**src/common/cmb_consts.svh**
```systemverilog
// Constants for the CAN message buffering block: offsets, fields, reset values
`ifndef CMB_CONSTS_SVH
`define CMB_CONSTS_SVH

// ==========================================================================
// Message buffer geometry
`define CMB_BUF_BYTES      4'hd
`define CMB_LOCAL_PRIORITY_FIELD_IDX       4'hd
`define CMB_NUM_TX         3

// ==========================================================================
// Register map: addr[7:4] selects a page, addr[3:0] the byte within it
`define CMB_FG_PAGE        4'h0
`define CMB_TX_PAGE0       4'h1
`define CMB_TX_PAGE2       4'h3
`define CMB_CTL_PAGE       4'h4
`define CMB_RFLG_OFS       4'h0
`define CMB_RIER_OFS       4'h1
`define CMB_TFLG_OFS       4'h2
`define CMB_TCR_OFS        4'h3
`define CMB_MCR1_OFS       4'h4

// ==========================================================================
// Field positions
`define CMB_RFLG_RXF       0
`define CMB_RFLG_OVR       1
`define CMB_RIER_RXIE      0
`define CMB_RIER_OVRIE     1
`define CMB_TFLG_ABORT_ACKNOWLEDGE_FLAG_LSB 4
`define CMB_TCR_TXEIE_LSB  4
`define CMB_MCR1_LOOPB     0

// ==========================================================================
// Reset values and pin levels
`define CMB_TXE_RST        3'h7
`define CMB_PIN_RECESSIVE  1'b1
`define CMB_RDATA_NONE     8'h00

`endif

```
**src/common/cmb_pkg.sv**
```systemverilog
// Types shared by the CAN message buffering block
`default_nettype none

package cmb_pkg;

  typedef logic [7:0]       cmb_byte_t;
  typedef logic [12:0][7:0] cmb_buf_t;

  typedef enum logic {
    CMB_TX_IDLE,
    CMB_TX_BUSY
  } cmb_tx_e;

  typedef struct packed {
    cmb_buf_t            bg;
    cmb_buf_t            fg;
    logic                bg_full;
    logic                rx_full;
    logic                ovr;
    logic                rx_ie;
    logic                ovr_ie;
    logic [2:0]          tx_buffer_empty_flag;
    logic [2:0]          abort_acknowledge_flag;
    logic [2:0]          abort_request_flag;
    logic [2:0]          txeie;
    logic                loopback;
    cmb_buf_t [2:0]      txb;
    logic [2:0][7:0]     local_priority_field;
    cmb_tx_e             txst;
    logic [1:0]          sel;
    cmb_byte_t           rdata;
    cmb_byte_t           tx_byte;
    logic                tx_req;
    logic                tx_pin;
    logic                rx_bit;
    logic                rx_irq;
    logic                err_irq;
    logic                tx_irq;
  } cmb_state_s;

endpackage : cmb_pkg

`default_nettype wire

```
**src/design/cmb_tx_pick.sv**
```systemverilog
// Transmit buffer selector: lowest local priority value among scheduled buffers
`default_nettype none

module cmb_tx_pick (
  input  wire logic [2:0]      sched,
  input  wire logic [2:0][7:0] local_priority_field,
  output logic      [1:0]      sel,
  output logic                 any
);
  import cmb_pkg::*;

  logic [7:0] best;

  always_comb begin
    sel  = 2'h0;
    any  = 1'b0;
    best = 8'hff;
    for (int i = 0; i < 3; i++) begin
      // Strict compare keeps the lower index on equal priority
      if (sched[i] && (!any || local_priority_field[i] < best)) begin
        any  = 1'b1;
        sel  = 2'(i);
        best = local_priority_field[i];
      end
    end
  end

endmodule // cmb_tx_pick

`default_nettype wire

```
**src/design/cmb_msg_buf.sv**
```systemverilog
// CAN message buffering: two-stage receive FIFO, three prioritised transmit buffers
//
// Overview of operation
// Exactly two bus pins: one receive input, one transmit output.
// Transmit pin drives 0 for dominant and 1 for recessive.
// Receive path is background buffer plus one CPU-visible foreground buffer.
// Each receive buffer holds 13 bytes: control, identifier and data.
// rx_full_flag set when foreground holds a correct accepted frame.
// Filter result is taken alongside the bytes written into background.
// Copy background to foreground only while rx_full_flag clear, then set it.
// Receive interrupt only when unmasked; otherwise software polls the flag.
// Software reads foreground, then clears rx_full_flag to free it.
// Every incoming frame overwrites background, accepted or not; here not while background holds a pending frame.
// Own transmitted frame goes to background only; no foreground, irq or ack.
// Loop-back mode treats own frames like any other incoming frame.
// Lost arbitration turns the controller into a receiver of the winner.
// Accepted frame with both buffers full is discarded and overrun flagged.
// With both buffers full, transmission continues and incoming frames drop.
// Three transmit buffers of 13 bytes, each with an 8-bit priority.
// Software loads an empty buffer, then clears its empty flag to schedule.
// Successful send sets the empty flag and a transmit irq if unmasked.
// Lowest priority value among scheduled buffers is sent first.
// Buffer selection reruns at every arbitration, also after errors.
// Abort request on an idle buffer sets acknowledge and empty flags.
// Acknowledge reads 1 when aborted, 0 when the frame was sent.
// Flags clear by writing one; a flag stays while its cause persists.
// Equal priorities pick the lowest-numbered buffer.
//
// Local design decisions: the register offsets and the strobed register port.
`include "cmb_consts.svh"
`default_nettype none

module cmb_msg_buf (
  input  wire logic             ref_clk,
  input  wire logic             rstn,
  // Register port
  input  wire logic [7:0]       reg_addr,
  input  wire logic [7:0]       reg_wdata,
  input  wire logic             reg_wr,
  input  wire logic             reg_rd,
  output logic      [7:0]       reg_rdata,
  // Bus pins
  input  wire logic             bus_receive_pin,
  output logic                  bus_transmit_pin,
  // Protocol engine, receive side
  output logic                  eng_rx_bit,
  input  wire logic             eng_rx_byte_valid,
  input  wire logic [3:0]       eng_rx_byte_index,
  input  wire cmb_pkg::cmb_byte_t eng_rx_byte,
  input  wire logic             eng_rx_frame_ok,
  input  wire logic             eng_rx_accept,
  // Protocol engine, transmit side
  input  wire logic             eng_tx_bit,
  output logic                  eng_tx_req,
  input  wire logic             eng_arb_start,
  output logic      [1:0]       eng_tx_sel,
  output logic                  eng_tx_active,
  input  wire logic [3:0]       eng_tx_byte_index,
  output cmb_pkg::cmb_byte_t    eng_tx_byte,
  input  wire logic             eng_tx_done,
  input  wire logic             eng_tx_fail,
  // Interrupt requests
  output logic                  rx_irq,
  output logic                  err_irq,
  output logic                  tx_irq
);
  import cmb_pkg::*;

  // ========================================================================
  // State
  cmb_state_s s_q;
  cmb_state_s s_d;

  logic [2:0] sched;
  logic [1:0] pick_sel;
  logic       pick_any;
  logic [3:0] page;
  logic [3:0] ofs;
  logic [1:0] wbuf;
  logic       own_frame;

  assign sched     = ~s_q.tx_buffer_empty_flag;
  assign page      = reg_addr[7:4];
  assign ofs       = reg_addr[3:0];
  assign wbuf      = 2'(page - `CMB_TX_PAGE0);
  // Own frames skip the foreground unless looped back
  assign own_frame = (s_q.txst == CMB_TX_BUSY) && !s_q.loopback;

  cmb_tx_pick u_pick (
    .sched (sched),
    .local_priority_field  (s_q.local_priority_field),
    .sel   (pick_sel),
    .any   (pick_any)
  );

  // ========================================================================
  // Next state
  always_comb begin
    s_d = s_q;

    // ----- Register writes -----
    if (reg_wr) begin
      if (page >= `CMB_TX_PAGE0 && page <= `CMB_TX_PAGE2) begin
        // A scheduled buffer belongs to the controller; writes are dropped
        if (s_q.tx_buffer_empty_flag[wbuf]) begin
          if (ofs < `CMB_BUF_BYTES) begin
            s_d.txb[wbuf][ofs] = reg_wdata;
          end else if (ofs == `CMB_LOCAL_PRIORITY_FIELD_IDX) begin
            s_d.local_priority_field[wbuf] = reg_wdata;
          end
        end
      end else if (page == `CMB_CTL_PAGE) begin
        unique case (ofs)
          `CMB_RFLG_OFS: begin
            if (reg_wdata[`CMB_RFLG_RXF]) begin
              s_d.rx_full = 1'b0;
            end
            // Overrun holds while both buffers stay occupied
            if (reg_wdata[`CMB_RFLG_OVR] && !(s_q.bg_full && s_q.rx_full)) begin
              s_d.ovr = 1'b0;
            end
          end
          `CMB_RIER_OFS: begin
            s_d.rx_ie  = reg_wdata[`CMB_RIER_RXIE];
            s_d.ovr_ie = reg_wdata[`CMB_RIER_OVRIE];
          end
          `CMB_TFLG_OFS: begin
            // Clearing an empty flag schedules the buffer
            for (int i = 0; i < 3; i++) begin
              if (reg_wdata[i] && s_q.tx_buffer_empty_flag[i]) begin
                s_d.tx_buffer_empty_flag[i]   = 1'b0;
                s_d.abort_acknowledge_flag[i] = 1'b0;
              end
            end
          end
          `CMB_TCR_OFS: begin
            for (int i = 0; i < 3; i++) begin
              if (reg_wdata[i] && !s_q.tx_buffer_empty_flag[i]) begin
                s_d.abort_request_flag[i] = 1'b1;
              end
            end
            s_d.txeie = reg_wdata[`CMB_TCR_TXEIE_LSB +: 3];
          end
          `CMB_MCR1_OFS: begin
            s_d.loopback = reg_wdata[`CMB_MCR1_LOOPB];
          end
          default: begin
          end
        endcase
      end
    end

    // ----- Receive path -----
    // Bytes land in the background while the filter runs
    // A held background is protected so a pending frame is not corrupted
    if (eng_rx_byte_valid && !s_q.bg_full && eng_rx_byte_index < `CMB_BUF_BYTES) begin
      s_d.bg[eng_rx_byte_index] = eng_rx_byte;
    end

    // Foreground freed while a frame waits: move it up
    if (s_q.bg_full && !s_d.rx_full) begin
      s_d.fg      = s_q.bg;
      s_d.rx_full = 1'b1;
      s_d.bg_full = 1'b0;
    end

    if (eng_rx_frame_ok && !own_frame && eng_rx_accept) begin
      if (s_q.bg_full) begin
        s_d.ovr = 1'b1;
      end else if (!s_d.rx_full) begin
        s_d.fg      = s_q.bg;
        s_d.rx_full = 1'b1;
      end else begin
        s_d.bg_full = 1'b1;
      end
    end

    // ----- Transmit scheduling -----
    unique case (s_q.txst)
      CMB_TX_IDLE: begin
        // Selection is made afresh at every arbitration attempt
        if (eng_arb_start && pick_any) begin
          s_d.txst = CMB_TX_BUSY;
          s_d.sel  = pick_sel;
        end
      end
      CMB_TX_BUSY: begin
        if (eng_tx_done) begin
          s_d.tx_buffer_empty_flag[s_q.sel]   = 1'b1;
          s_d.abort_acknowledge_flag[s_q.sel] = 1'b0;
          s_d.abort_request_flag[s_q.sel] = 1'b0;
          s_d.txst           = CMB_TX_IDLE;
        end else if (eng_tx_fail) begin
          // Error or lost arbitration: stay scheduled, become receiver
          s_d.txst = CMB_TX_IDLE;
        end
      end
    endcase

    // Abort is granted only for a buffer not on the bus
    for (int i = 0; i < 3; i++) begin
      if (s_q.abort_request_flag[i] && !s_q.tx_buffer_empty_flag[i] &&
          !(s_q.txst == CMB_TX_BUSY && s_q.sel == 2'(i))) begin
        s_d.tx_buffer_empty_flag[i]   = 1'b1;
        s_d.abort_acknowledge_flag[i] = 1'b1;
        s_d.abort_request_flag[i] = 1'b0;
      end
    end

    // ----- Register reads, answered one cycle later -----
    s_d.rdata = `CMB_RDATA_NONE;
    if (reg_rd) begin
      if (page == `CMB_FG_PAGE) begin
        if (ofs < `CMB_BUF_BYTES) begin
          s_d.rdata = s_q.fg[ofs];
        end
      end else if (page >= `CMB_TX_PAGE0 && page <= `CMB_TX_PAGE2) begin
        if (ofs < `CMB_BUF_BYTES) begin
          s_d.rdata = s_q.txb[wbuf][ofs];
        end else if (ofs == `CMB_LOCAL_PRIORITY_FIELD_IDX) begin
          s_d.rdata = s_q.local_priority_field[wbuf];
        end
      end else if (page == `CMB_CTL_PAGE) begin
        unique case (ofs)
          `CMB_RFLG_OFS: begin
            s_d.rdata[`CMB_RFLG_RXF] = s_q.rx_full;
            s_d.rdata[`CMB_RFLG_OVR] = s_q.ovr;
          end
          `CMB_RIER_OFS: begin
            s_d.rdata[`CMB_RIER_RXIE]  = s_q.rx_ie;
            s_d.rdata[`CMB_RIER_OVRIE] = s_q.ovr_ie;
          end
          `CMB_TFLG_OFS: begin
            s_d.rdata[2:0]                      = s_q.tx_buffer_empty_flag;
            s_d.rdata[`CMB_TFLG_ABORT_ACKNOWLEDGE_FLAG_LSB +: 3] = s_q.abort_acknowledge_flag;
          end
          `CMB_TCR_OFS: begin
            s_d.rdata[2:0]                     = s_q.abort_request_flag;
            s_d.rdata[`CMB_TCR_TXEIE_LSB +: 3] = s_q.txeie;
          end
          `CMB_MCR1_OFS: begin
            s_d.rdata[`CMB_MCR1_LOOPB] = s_q.loopback;
          end
          default: begin
          end
        endcase
      end
    end

    // ----- Engine data and pins -----
    s_d.tx_byte = (eng_tx_byte_index < `CMB_BUF_BYTES) ?
                  s_q.txb[s_q.sel][eng_tx_byte_index] : `CMB_RDATA_NONE;
    s_d.tx_req  = |sched;
    // Loop-back keeps the bus recessive and feeds the own bit back
    s_d.tx_pin  = s_q.loopback ? `CMB_PIN_RECESSIVE : eng_tx_bit;
    s_d.rx_bit  = s_q.loopback ? eng_tx_bit : bus_receive_pin;

    // ----- Interrupt requests follow flags and masks -----
    s_d.rx_irq  = s_d.rx_full & s_d.rx_ie;
    s_d.err_irq = s_d.ovr & s_d.ovr_ie;
    s_d.tx_irq  = |(s_d.tx_buffer_empty_flag & s_d.txeie);
  end

  // ========================================================================
  // State register
  always_ff @(posedge ref_clk or negedge rstn) begin
    if (!rstn) begin
      s_q        <= '0;
      s_q.tx_buffer_empty_flag    <= `CMB_TXE_RST;
      s_q.tx_pin <= `CMB_PIN_RECESSIVE;
      s_q.rx_bit <= `CMB_PIN_RECESSIVE;
    end else begin
      s_q <= s_d;
    end
  end

  // ========================================================================
  // Outputs
  assign reg_rdata        = s_q.rdata;
  assign bus_transmit_pin = s_q.tx_pin;
  assign eng_rx_bit       = s_q.rx_bit;
  assign eng_tx_req       = s_q.tx_req;
  assign eng_tx_sel       = s_q.sel;
  assign eng_tx_active    = (s_q.txst == CMB_TX_BUSY);
  assign eng_tx_byte      = s_q.tx_byte;
  assign rx_irq           = s_q.rx_irq;
  assign err_irq          = s_q.err_irq;
  assign tx_irq           = s_q.tx_irq;

endmodule // cmb_msg_buf

`default_nettype wire

```
**config.mk**
```make
export PLATFORM = sky130hd
export DESIGN_NAME = cmb_msg_buf
export DESIGN_NICKNAME = d
export VERILOG_FILES = /design/src/common/cmb_pkg.sv /design/src/design/cmb_tx_pick.sv /design/src/design/cmb_msg_buf.sv
export VERILOG_INCLUDE_DIRS = /design/src /design/src/common
export SDC_FILE = /design/constraint.sdc
export NUM_CORES = 1
export LEC_CHECK = 0
export BUFFER_PORTS_ARGS = -buffer_cell sky130_fd_sc_hd__clkbuf_2
export CAP_MARGIN = 0
export CELL_PAD_IN_SITES_DETAIL_PLACEMENT = 0
export CELL_PAD_IN_SITES_GLOBAL_PLACEMENT = 1
export CORE_AREA = 2 2 248 250
export DETAILED_ROUTE_END_ITERATION = 8
export DIE_AREA = 0 0 250 252
export GPL_ROUTABILITY_DRIVEN = 0
export GPL_TIMING_DRIVEN = 1
export PLACE_DENSITY_LB_ADDON = 0.12
export SLEW_MARGIN = 0
export SYNTH_ARGS = -nofsm -noshare
export SYNTH_HDL_FRONTEND = slang
export SYNTH_SLANG_ARGS = --single-unit
```
**constraint.sdc**
```tcl
create_clock -name ref_clk -period 6.9 [get_ports ref_clk]
set_input_delay 1.38 -clock ref_clk [delete_from_list [all_inputs] [get_ports ref_clk]]
set_output_delay 1.38 -clock ref_clk [all_outputs]
set_load 0.01 [all_outputs]
```
==> results_dict.tcl, run 1 <==
set metrics [dict create \
    status "completed" \
    drt-initial-drc-count 1911 \
    slew_headroom_pct 24.7 \
    cts_sinks 587 \
    vias_per_cell 6.29 \
    leakage_nw 15.5 \
    syn_nets 2340 \
    arrival_ns 5.06 \
    worstHoldPathType "register to register" \
    start_kind "input pin" \
    finalMaxSlewViolations 0 \
    ys_ff_latch 587 \
    post_synth.cell_area_avg_um2 13.1 \
    first_global_vias 19505 \
    multi_input_area_mm2 0.0142 \
    die_h_um 252 \
    ant_nets 0 \
    port_buffers 68 \
    rows 90 \
    num_vias 19417 \
    regArea_mm2 0.0147 \
    antenna_found_initial 1 \
    fin_ws_ns 2.35 \
    nFillCells 5029 \
    p_int_mw 6.18 \
    htree_num_levels 3 \
    track_usage_pct 27.9 \
    netSwitchingFraction_pct 26.7 \
    grt_max_degree 164 \
    dp_hpwl_um 56500 \
    path_max_fanout 48 \
    p_seq_share_pct 44.8 \
    min_period_ns 4.55 \
    start_util_pct 49.8 \
    drc 0 \
    nNetsFinal 2320 \
    hold_viol_final 0 \
    cts_made_buffers 67 \
    post_cts_buffers 0 \
    clockBufferDepth 3 \
    finalWirelength_um 87300 \
    worstPathRequired_ns 7.41 \
    peakVddDrop_mv 0.186 \
    setup_tns_ns 0 \
    firstDrtPassIters 5 \
    wl_per_cell_um 28.3 \
    synth-edff-count 0 \
    tightest_slew_ns 1.13 \
    io_pins 69 \
    synth_ff_type "dfrtp_1" \
    cts_tree "done" \
    cp-end-kind "register" \
    ys_async_sr_fraction_pct 100 \
    dp_slack_ns 1.78 \
    post_cts_resized 0 \
    core-area_mm2 0.0601 \
    yosys_warnings 0 \
    grt-ovfl-total 0 \
    ys_types 63 \
    placed_cell_area_mm2 0.0306 \
    p_sw_mw 2.25 \
    die_w_um 250 \
    clk_latency_ns 0.62 \
    clock-root-buffer "clkbuf_16" \
    critical_path_class "input pin to register" \
    finalSetupViolCount 0 \
    clock_skew_ns 0.0178 \
    fin_crit_sh_pct 65.9 \
    ctsHoldBuffers 0 \
    grt_pass1_wl_um 130000 \
    syn_area_mm2 0.0299 \
    die_area_mm2 0.0630 \
    fmax_mhz 220 \
    path_clk_slew_ns 0.06 \
    fin_area_mm2 0.0329 \
    pwr-share-clk_pct 43.5 \
    drv_cap 0 \
    drive_gt1_share_pct 41.6 \
    synthCells 2277 \
    syn_to_final_growth_pct 9.88 \
    grt_setup_unrepaired "no" \
    synth_seq_area_share_pct 49.1 \
    comb_power_share_pct 11.7 \
    p_per_area_mw_per_mm2 256 \
]
[final cells by class]
type,instances,share of cell area [%]
Timing Repair Buffer,104,2.14
Inverter,8,0.0913
Clock buffer,92,5.87
Clock inverter,23,0.986
Tap cell,782,2.98
Multi-Input combinational cell,1489,43.2
Sequential cell,587,44.7
Antenna cell,1,0.00761
[final timing paths]
| kind | start | endpoint | slack [ns] | depth (start not counted) |
|---|---|---|---|---|
| min in group asynchronous | rstn | err_irq$_DFF_PN0_ | 0.76 | 1 |
| setup reg to reg | s_q[371]$_DFF_PN1_ | eng_tx_sel[1]$_DFFE_PN0P_ | 2.53 | 14 |
| setup / recovery | reg_addr[4] | reg_rdata[0]$_DFF_PN0_ | 2.35 | 10 |
| hold reg to reg | s_q[502]$_DFFE_PN0P_ | s_q[398]$_DFF_PN0_ | 0.50 | 1 |
| max in group asynchronous | rstn | s_q[224]$_DFFE_PN0P_ | 4.70 | 2 |
| hold / removal | s_q[502]$_DFFE_PN0P_ | s_q[398]$_DFF_PN0_ | 0.50 | 1 |
[through the flow]
stage / util (%) / hold slack (ns) / power (mW) / instances
after floorplan: - / 0.474 / 4.47 / 2277
final: 54.7 / 0.499 / 8.43 / 3086
after CTS: 54.7 / 0.493 / 8.50 / 3085
after detailed placement: 50.9 / 0.484 / 4.83 / 2970
after global routing: 54.7 / 0.497 / 8.73 / 3085
after global placement: 50.9 / 0.481 / 4.81 / 2970
[critical path, cell delays in order]
cell and delay [ns]:
clkbuf_2 0.10, inv_1 0.44, ha_4 0.57, buf_4 0.77
mux2_2 0.30, a221oi_1 0.09, a31oi_1 0.28, nand4_1 0.17
o41ai_1 0.56, nor4bb_1 0.33
[placed cells by master (no fill, tap or decap), types with 22 or more instances in the layout]
| cell | synthesis | routed |
|---|---|---|
| nand2_1 | 102 | 102 |
| nor2b_1 | 25 | 22 |
| mux4_2 | 102 | 102 |
| o21ai_0 | 48 | 48 |
| clkbuf_16 | 0 | 68 |
| mux2_2 | 579 | 579 |
| nand3_1 | 25 | 25 |
| buf_4 | 37 | 31 |
| nand2_2 | 28 | 28 |
| o211ai_1 | 29 | 29 |
| nor2_1 | 106 | 106 |
| a21oi_1 | 80 | 80 |
| mux2i_1 | 139 | 139 |
| dfrtp_1 | 582 | 580 |
| clkbuf_2 | 0 | 65 |
[synth_stat cells (all sizes together) (2+ instances only)]
| master | count | area [um^2] |
|---|---|---|
| a311oi | 4 | 35.0 |
| or2 | 9 | 56.3 |
| a221oi | 12 | 105 |
| nand2 | 130 | 558 |
| o22ai | 11 | 68.8 |
| and3 | 6 | 37.5 |
| a21o | 5 | 37.5 |
| o31ai | 5 | 37.5 |
| o221a | 4 | 45.0 |
| dfrtp | 582 | 14600 |
| a211oi | 20 | 150 |
| a22o | 4 | 35.0 |
| clkbuf | 86 | 323 |
| dfstp | 5 | 131 |
| mux4 | 102 | 2300 |
| inv | 8 | 30.0 |
| nor2 | 109 | 422 |
| o31a | 4 | 35.0 |
| a2bb2oi | 3 | 26.3 |
| nor4b | 3 | 32.5 |
| nor3 | 8 | 45.0 |
| mux2 | 580 | 6530 |
| o21ai | 50 | 250 |
| a22oi | 15 | 113 |
| a31oi | 9 | 56.3 |
| nand3b | 3 | 22.5 |
| mux2i | 139 | 1390 |
| nor2b | 25 | 156 |
| nand2b | 11 | 68.8 |
| buf | 107 | 703 |
| nand3 | 32 | 218 |
| o211a | 3 | 30.0 |
| o211ai | 29 | 218 |
| a21oi | 81 | 409 |
| and2 | 9 | 56.3 |
| nand4 | 8 | 50.1 |
| o221ai | 5 | 43.8 |
| nand4b | 2 | 17.5 |
| o2bb2ai | 10 | 87.6 |
| a211o | 4 | 35.0 |
| ha | 19 | 238 |
| nor3b | 10 | 109 |
[kinds of logic (layout without fill, tap and decap cells)]
kind of cell / count (synthesis) / count (layout) / share of synthesized area [%]
AOI/OAI and AO/OA: 280 / 280 / 6.14
other: 0 / 1 / 0
adders and majority gates: 19 / 19 / 0.794
DFF: 587 / 587 / 49.1
buffers and inverters: 201 / 227 / 3.53
and+or+nand+nor: 369 / 369 / 6.29
muxes: 821 / 821 / 34.1
[per-layer routing]
| metal | vias to the layer above | GRT usage [%] | share of wire (%) |
|---|---|---|---|
| met5 | - | 0 | 0 |
| met4 | 0 | 7.37 | 2.3 |
| met3 | 119 | 4.80 | 6.3 |
| met2 | 635 | 42.9 | 45 |
| met1 | 10286 | 41.1 | 46 |
| li1 | 8377 | - | - |
[power by group through the flow]
stage | Clock (mW) | Sequential [mW] | Combinational, mW
global route | 3.88 | 3.80 | 1.05
global placement | 0 | 3.83 | 0.980
detailed placement | 0 | 3.84 | 0.993
CTS | 3.73 | 3.78 | 0.995
finish | 3.66 | 3.78 | 0.990
floorplan | 0 | 3.73 | 0.739
[sequential cells by signal, indices dropped and copies added, names as in the netlist]
signal	count
bus_transmit_pin	1
eng_rx_bit	1
eng_tx_active	1
eng_tx_byte	8
eng_tx_req	1
eng_tx_sel	2
err_irq	1
reg_rdata	8
rx_irq	1
s_q	562
tx_irq	1
(Power assumes the default switching activity.)
==> run 2: changes to the inputs <==
ABC_AREA = 1   (was default)
CORE_AREA = 2 2 254 256   (was 2 2 248 250)
DIE_AREA = 0 0 256 258   (was 0 0 250 252)
clock period = 4.5 ns   (was 6.9 ns; I/O delays follow)
==> run 2 against run 1 <==
Compared with the run above:
- power increased by 57%
- sequential power up 53%
- count of clock-buffer cells in the layout up 14
- cell count increased by 50%
- largest power group unchanged
==> results_dict.tcl, run 2 <==
set metrics [dict create \
    post_synth.cell_area_avg_um2 7.93 \
    drc 0 \
    synth_seq_area_share_pct 48.7 \
    clock_skew_ns 0.0251 \
    io_pins 69 \
    syn_to_final_growth_pct 10.6 \
    largest_register_ffs 562 \
    fin_ws_ns 0.803 \
    wl_per_cell_um 23.9 \
    tightest_slew_ns 1.22 \
    slew_headroom_pct 18.6 \
    dp_slack_ns 0.424 \
    die_area_mm2 0.0660 \
    synth_area_leaders "dfrtp_1, o21ai_0, nand2_1, inv_1, o22ai_1" \
    arrival_ns 4.20 \
    ys_ff_latch 587 \
    fin_area_mm2 0.0334 \
    regMostFlops "s_q" \
    multi_input_area_mm2 0.0130 \
    cts_tree "done" \
    grt-ovfl-total 0 \
    worstPathRequired_ns 5.00 \
    antenna_found_initial 0 \
    p_per_area_mw_per_mm2 397 \
    fin_crit_sh_pct 82.2 \
    status "completed" \
    htree_num_levels 3 \
    grt_pass1_wl_um 168000 \
    leakage_nw 14.5 \
    dp_hpwl_um 72400 \
    setup_tns_ns 0 \
    synthCells 3804 \
    clockBufferDepth 3 \
    grt_setup_unrepaired "no" \
    critical_path_class "input pin to register" \
    path_clk_slew_ns 0.06 \
    cts_sinks 587 \
    final_core_util_pct 52.4 \
    yosys_warnings 0 \
    synth-edff-count 0 \
    placed_cell_area_mm2 0.0311 \
    die_w_um 256 \
    start_kind "input pin" \
    port_buffers 68 \
    ant_nets 0 \
    yosys.area.top_type "dfrtp_1" \
    drt-initial-drc-count 3157 \
    drive_gt1_share_pct 9.14 \
    hold_viol_final 0 \
    syn_nets 3867 \
    core-area_mm2 0.0636 \
    nFillCells 6072 \
    firstDrtPassIters 6 \
    ys_types 49 \
    start_util_pct 47.4 \
    synth_ff_type "dfrtp_1" \
    regArea_mm2 0.0147 \
    synth_most_common_cell "nand2_1" \
    rows 93 \
    post_cts_resized 0 \
    peakVddDrop_mv 0.363 \
    post_cts_buffers 0 \
    syn_area_mm2 0.0302 \
    worstHoldPathType "input pin to asynchronous set/reset pin" \
    yosys-top-cells-count "nand2_1, o21ai_0, dfrtp_1" \
    finalWirelength_um 111000 \
    cts_made_buffers 69 \
    ctsHoldBuffers 0 \
    ys_async_sr_fraction_pct 100 \
    path_max_fanout 47 \
    num_vias 28073 \
    final_common_cell "nand2_1" \
    fmax_mhz 270 \
    track_usage_pct 33.2 \
    min_period_ns 3.70 \
    power_mw 13.2 \
    die_h_um 258 \
    grt_max_degree 128 \
    first_global_vias 26335 \
    nNetsFinal 3798 \
    clock-root-buffer "clkbuf_16" \
    finalSetupViolCount 0 \
    drv_cap 0 \
    clk_latency_ns 0.62 \
    finalMaxSlewViolations 0 \
    synth_top_area_share_pct 48.3 \
    vias_per_cell 6.05 \
    cp-end-kind "register" \
    final_cell_mix "nand2_1, o21ai_0, dfrtp_1, inv_1, nor2_1" \
]
run 2: changes by cell type in the layout (fill, tap and decap cells not counted), sizes merged, moves of 119 or more:
cell   previous run  this run
o21ai            50       866
nand2           130       893
mux2            580         0
inv              11       294
mux2i           139         1
o22ai            11       137
nor2            109       228
run 2: final cells by class:
class                           instances  share of cell area (%)
Clock buffer                          106                    6.24
Tap cell                              855                    3.21
Inverter                              298                    3.37
Multi-Input combinational cell       2621                    38.9
Clock inverter                         16                   0.619
Sequential cell                       587                    44.0
Antenna cell                            1                 0.00750
Timing Repair Buffer                  158                    3.60
run 2: per-layer routing:
layer | vias up | GRT usage (%) | wire, um
met1 | 13493 | 44.7 | 45300
met4 | 0 | 18.8 | 6840
li1 | 12823 | - | -
met3 | 315 | 5.35 | 8970
met5 | - | 0 | 0
met2 | 1442 | 51.2 | 49800
run 2: critical path, stage by stage:
cell and delay (ns):
clkbuf_2 0.10, inv_1 0.07, ha_2 0.37, clkinv_2 0.31, buf_12 0.30, o21ai_0 0.26
o21ai_0 0.20, o21ai_0 0.54, nand3_1 0.29, nand2_1 0.12, a31oi_1 0.09, o21ai_0 0.21
nand3_1 0.15, nand2_1 0.13, a21oi_1 0.09
run 2: stage by stage:
stage,std cells,hold WS (ns)
floorplan,3804,0.451
global route,4641,0.382
global placement,4519,0.464
finish,4642,0.333
CTS,4641,0.365
detailed placement,4519,0.473
run 2: power by group:
part	switching, mW	leakage, nW	internal [mW]
registers	0.197	8.02	5.59
clock network	2.32	1.13	3.42
logic	1.18	5.35	0.543
total	3.70	14.5	9.55
run 2: cell families (layout without fill, tap and decap cells):
| group | count (synthesis) | in the layout | synth area share, % |
|---|---|---|---|
| AO/OA/AOI/OAI | 1366 | 1366 | 25.6 |
| adder cells (fa/ha/maj) | 19 | 19 | 0.788 |
| buffers and inverters | 596 | 578 | 8.40 |
| flip-flops | 587 | 587 | 48.7 |
| multiplexers | 1 | 1 | 0.0332 |
| other | 0 | 1 | 0 |
| AND/OR/NAND/NOR | 1235 | 1235 | 16.5 |
run 2: path summary, 6_finish.rpt:
path | from | to | slack (ns) | depth (start not counted)
min in group ref_clk | bus_receive_pin | eng_rx_bit$_DFF_PN1_ | 0.47 | 3
max in group asynchronous | rstn | s_q[457]$_DFF_PN0_ | 3.11 | 2
max | reg_addr[5] | reg_rdata[6]$_DFF_PN0_ | 0.80 | 15
min reg2reg | s_q[268]$_DFFE_PN0P_ | s_q[268]$_DFFE_PN0P_ | 0.48 | 2
min | rstn | s_q[221]$_DFFE_PN0P_ | 0.33 | 1
max reg2reg | s_q[371]$_DFF_PN1_ | eng_tx_sel[0]$_DFFE_PN0P_ | 0.93 | 17
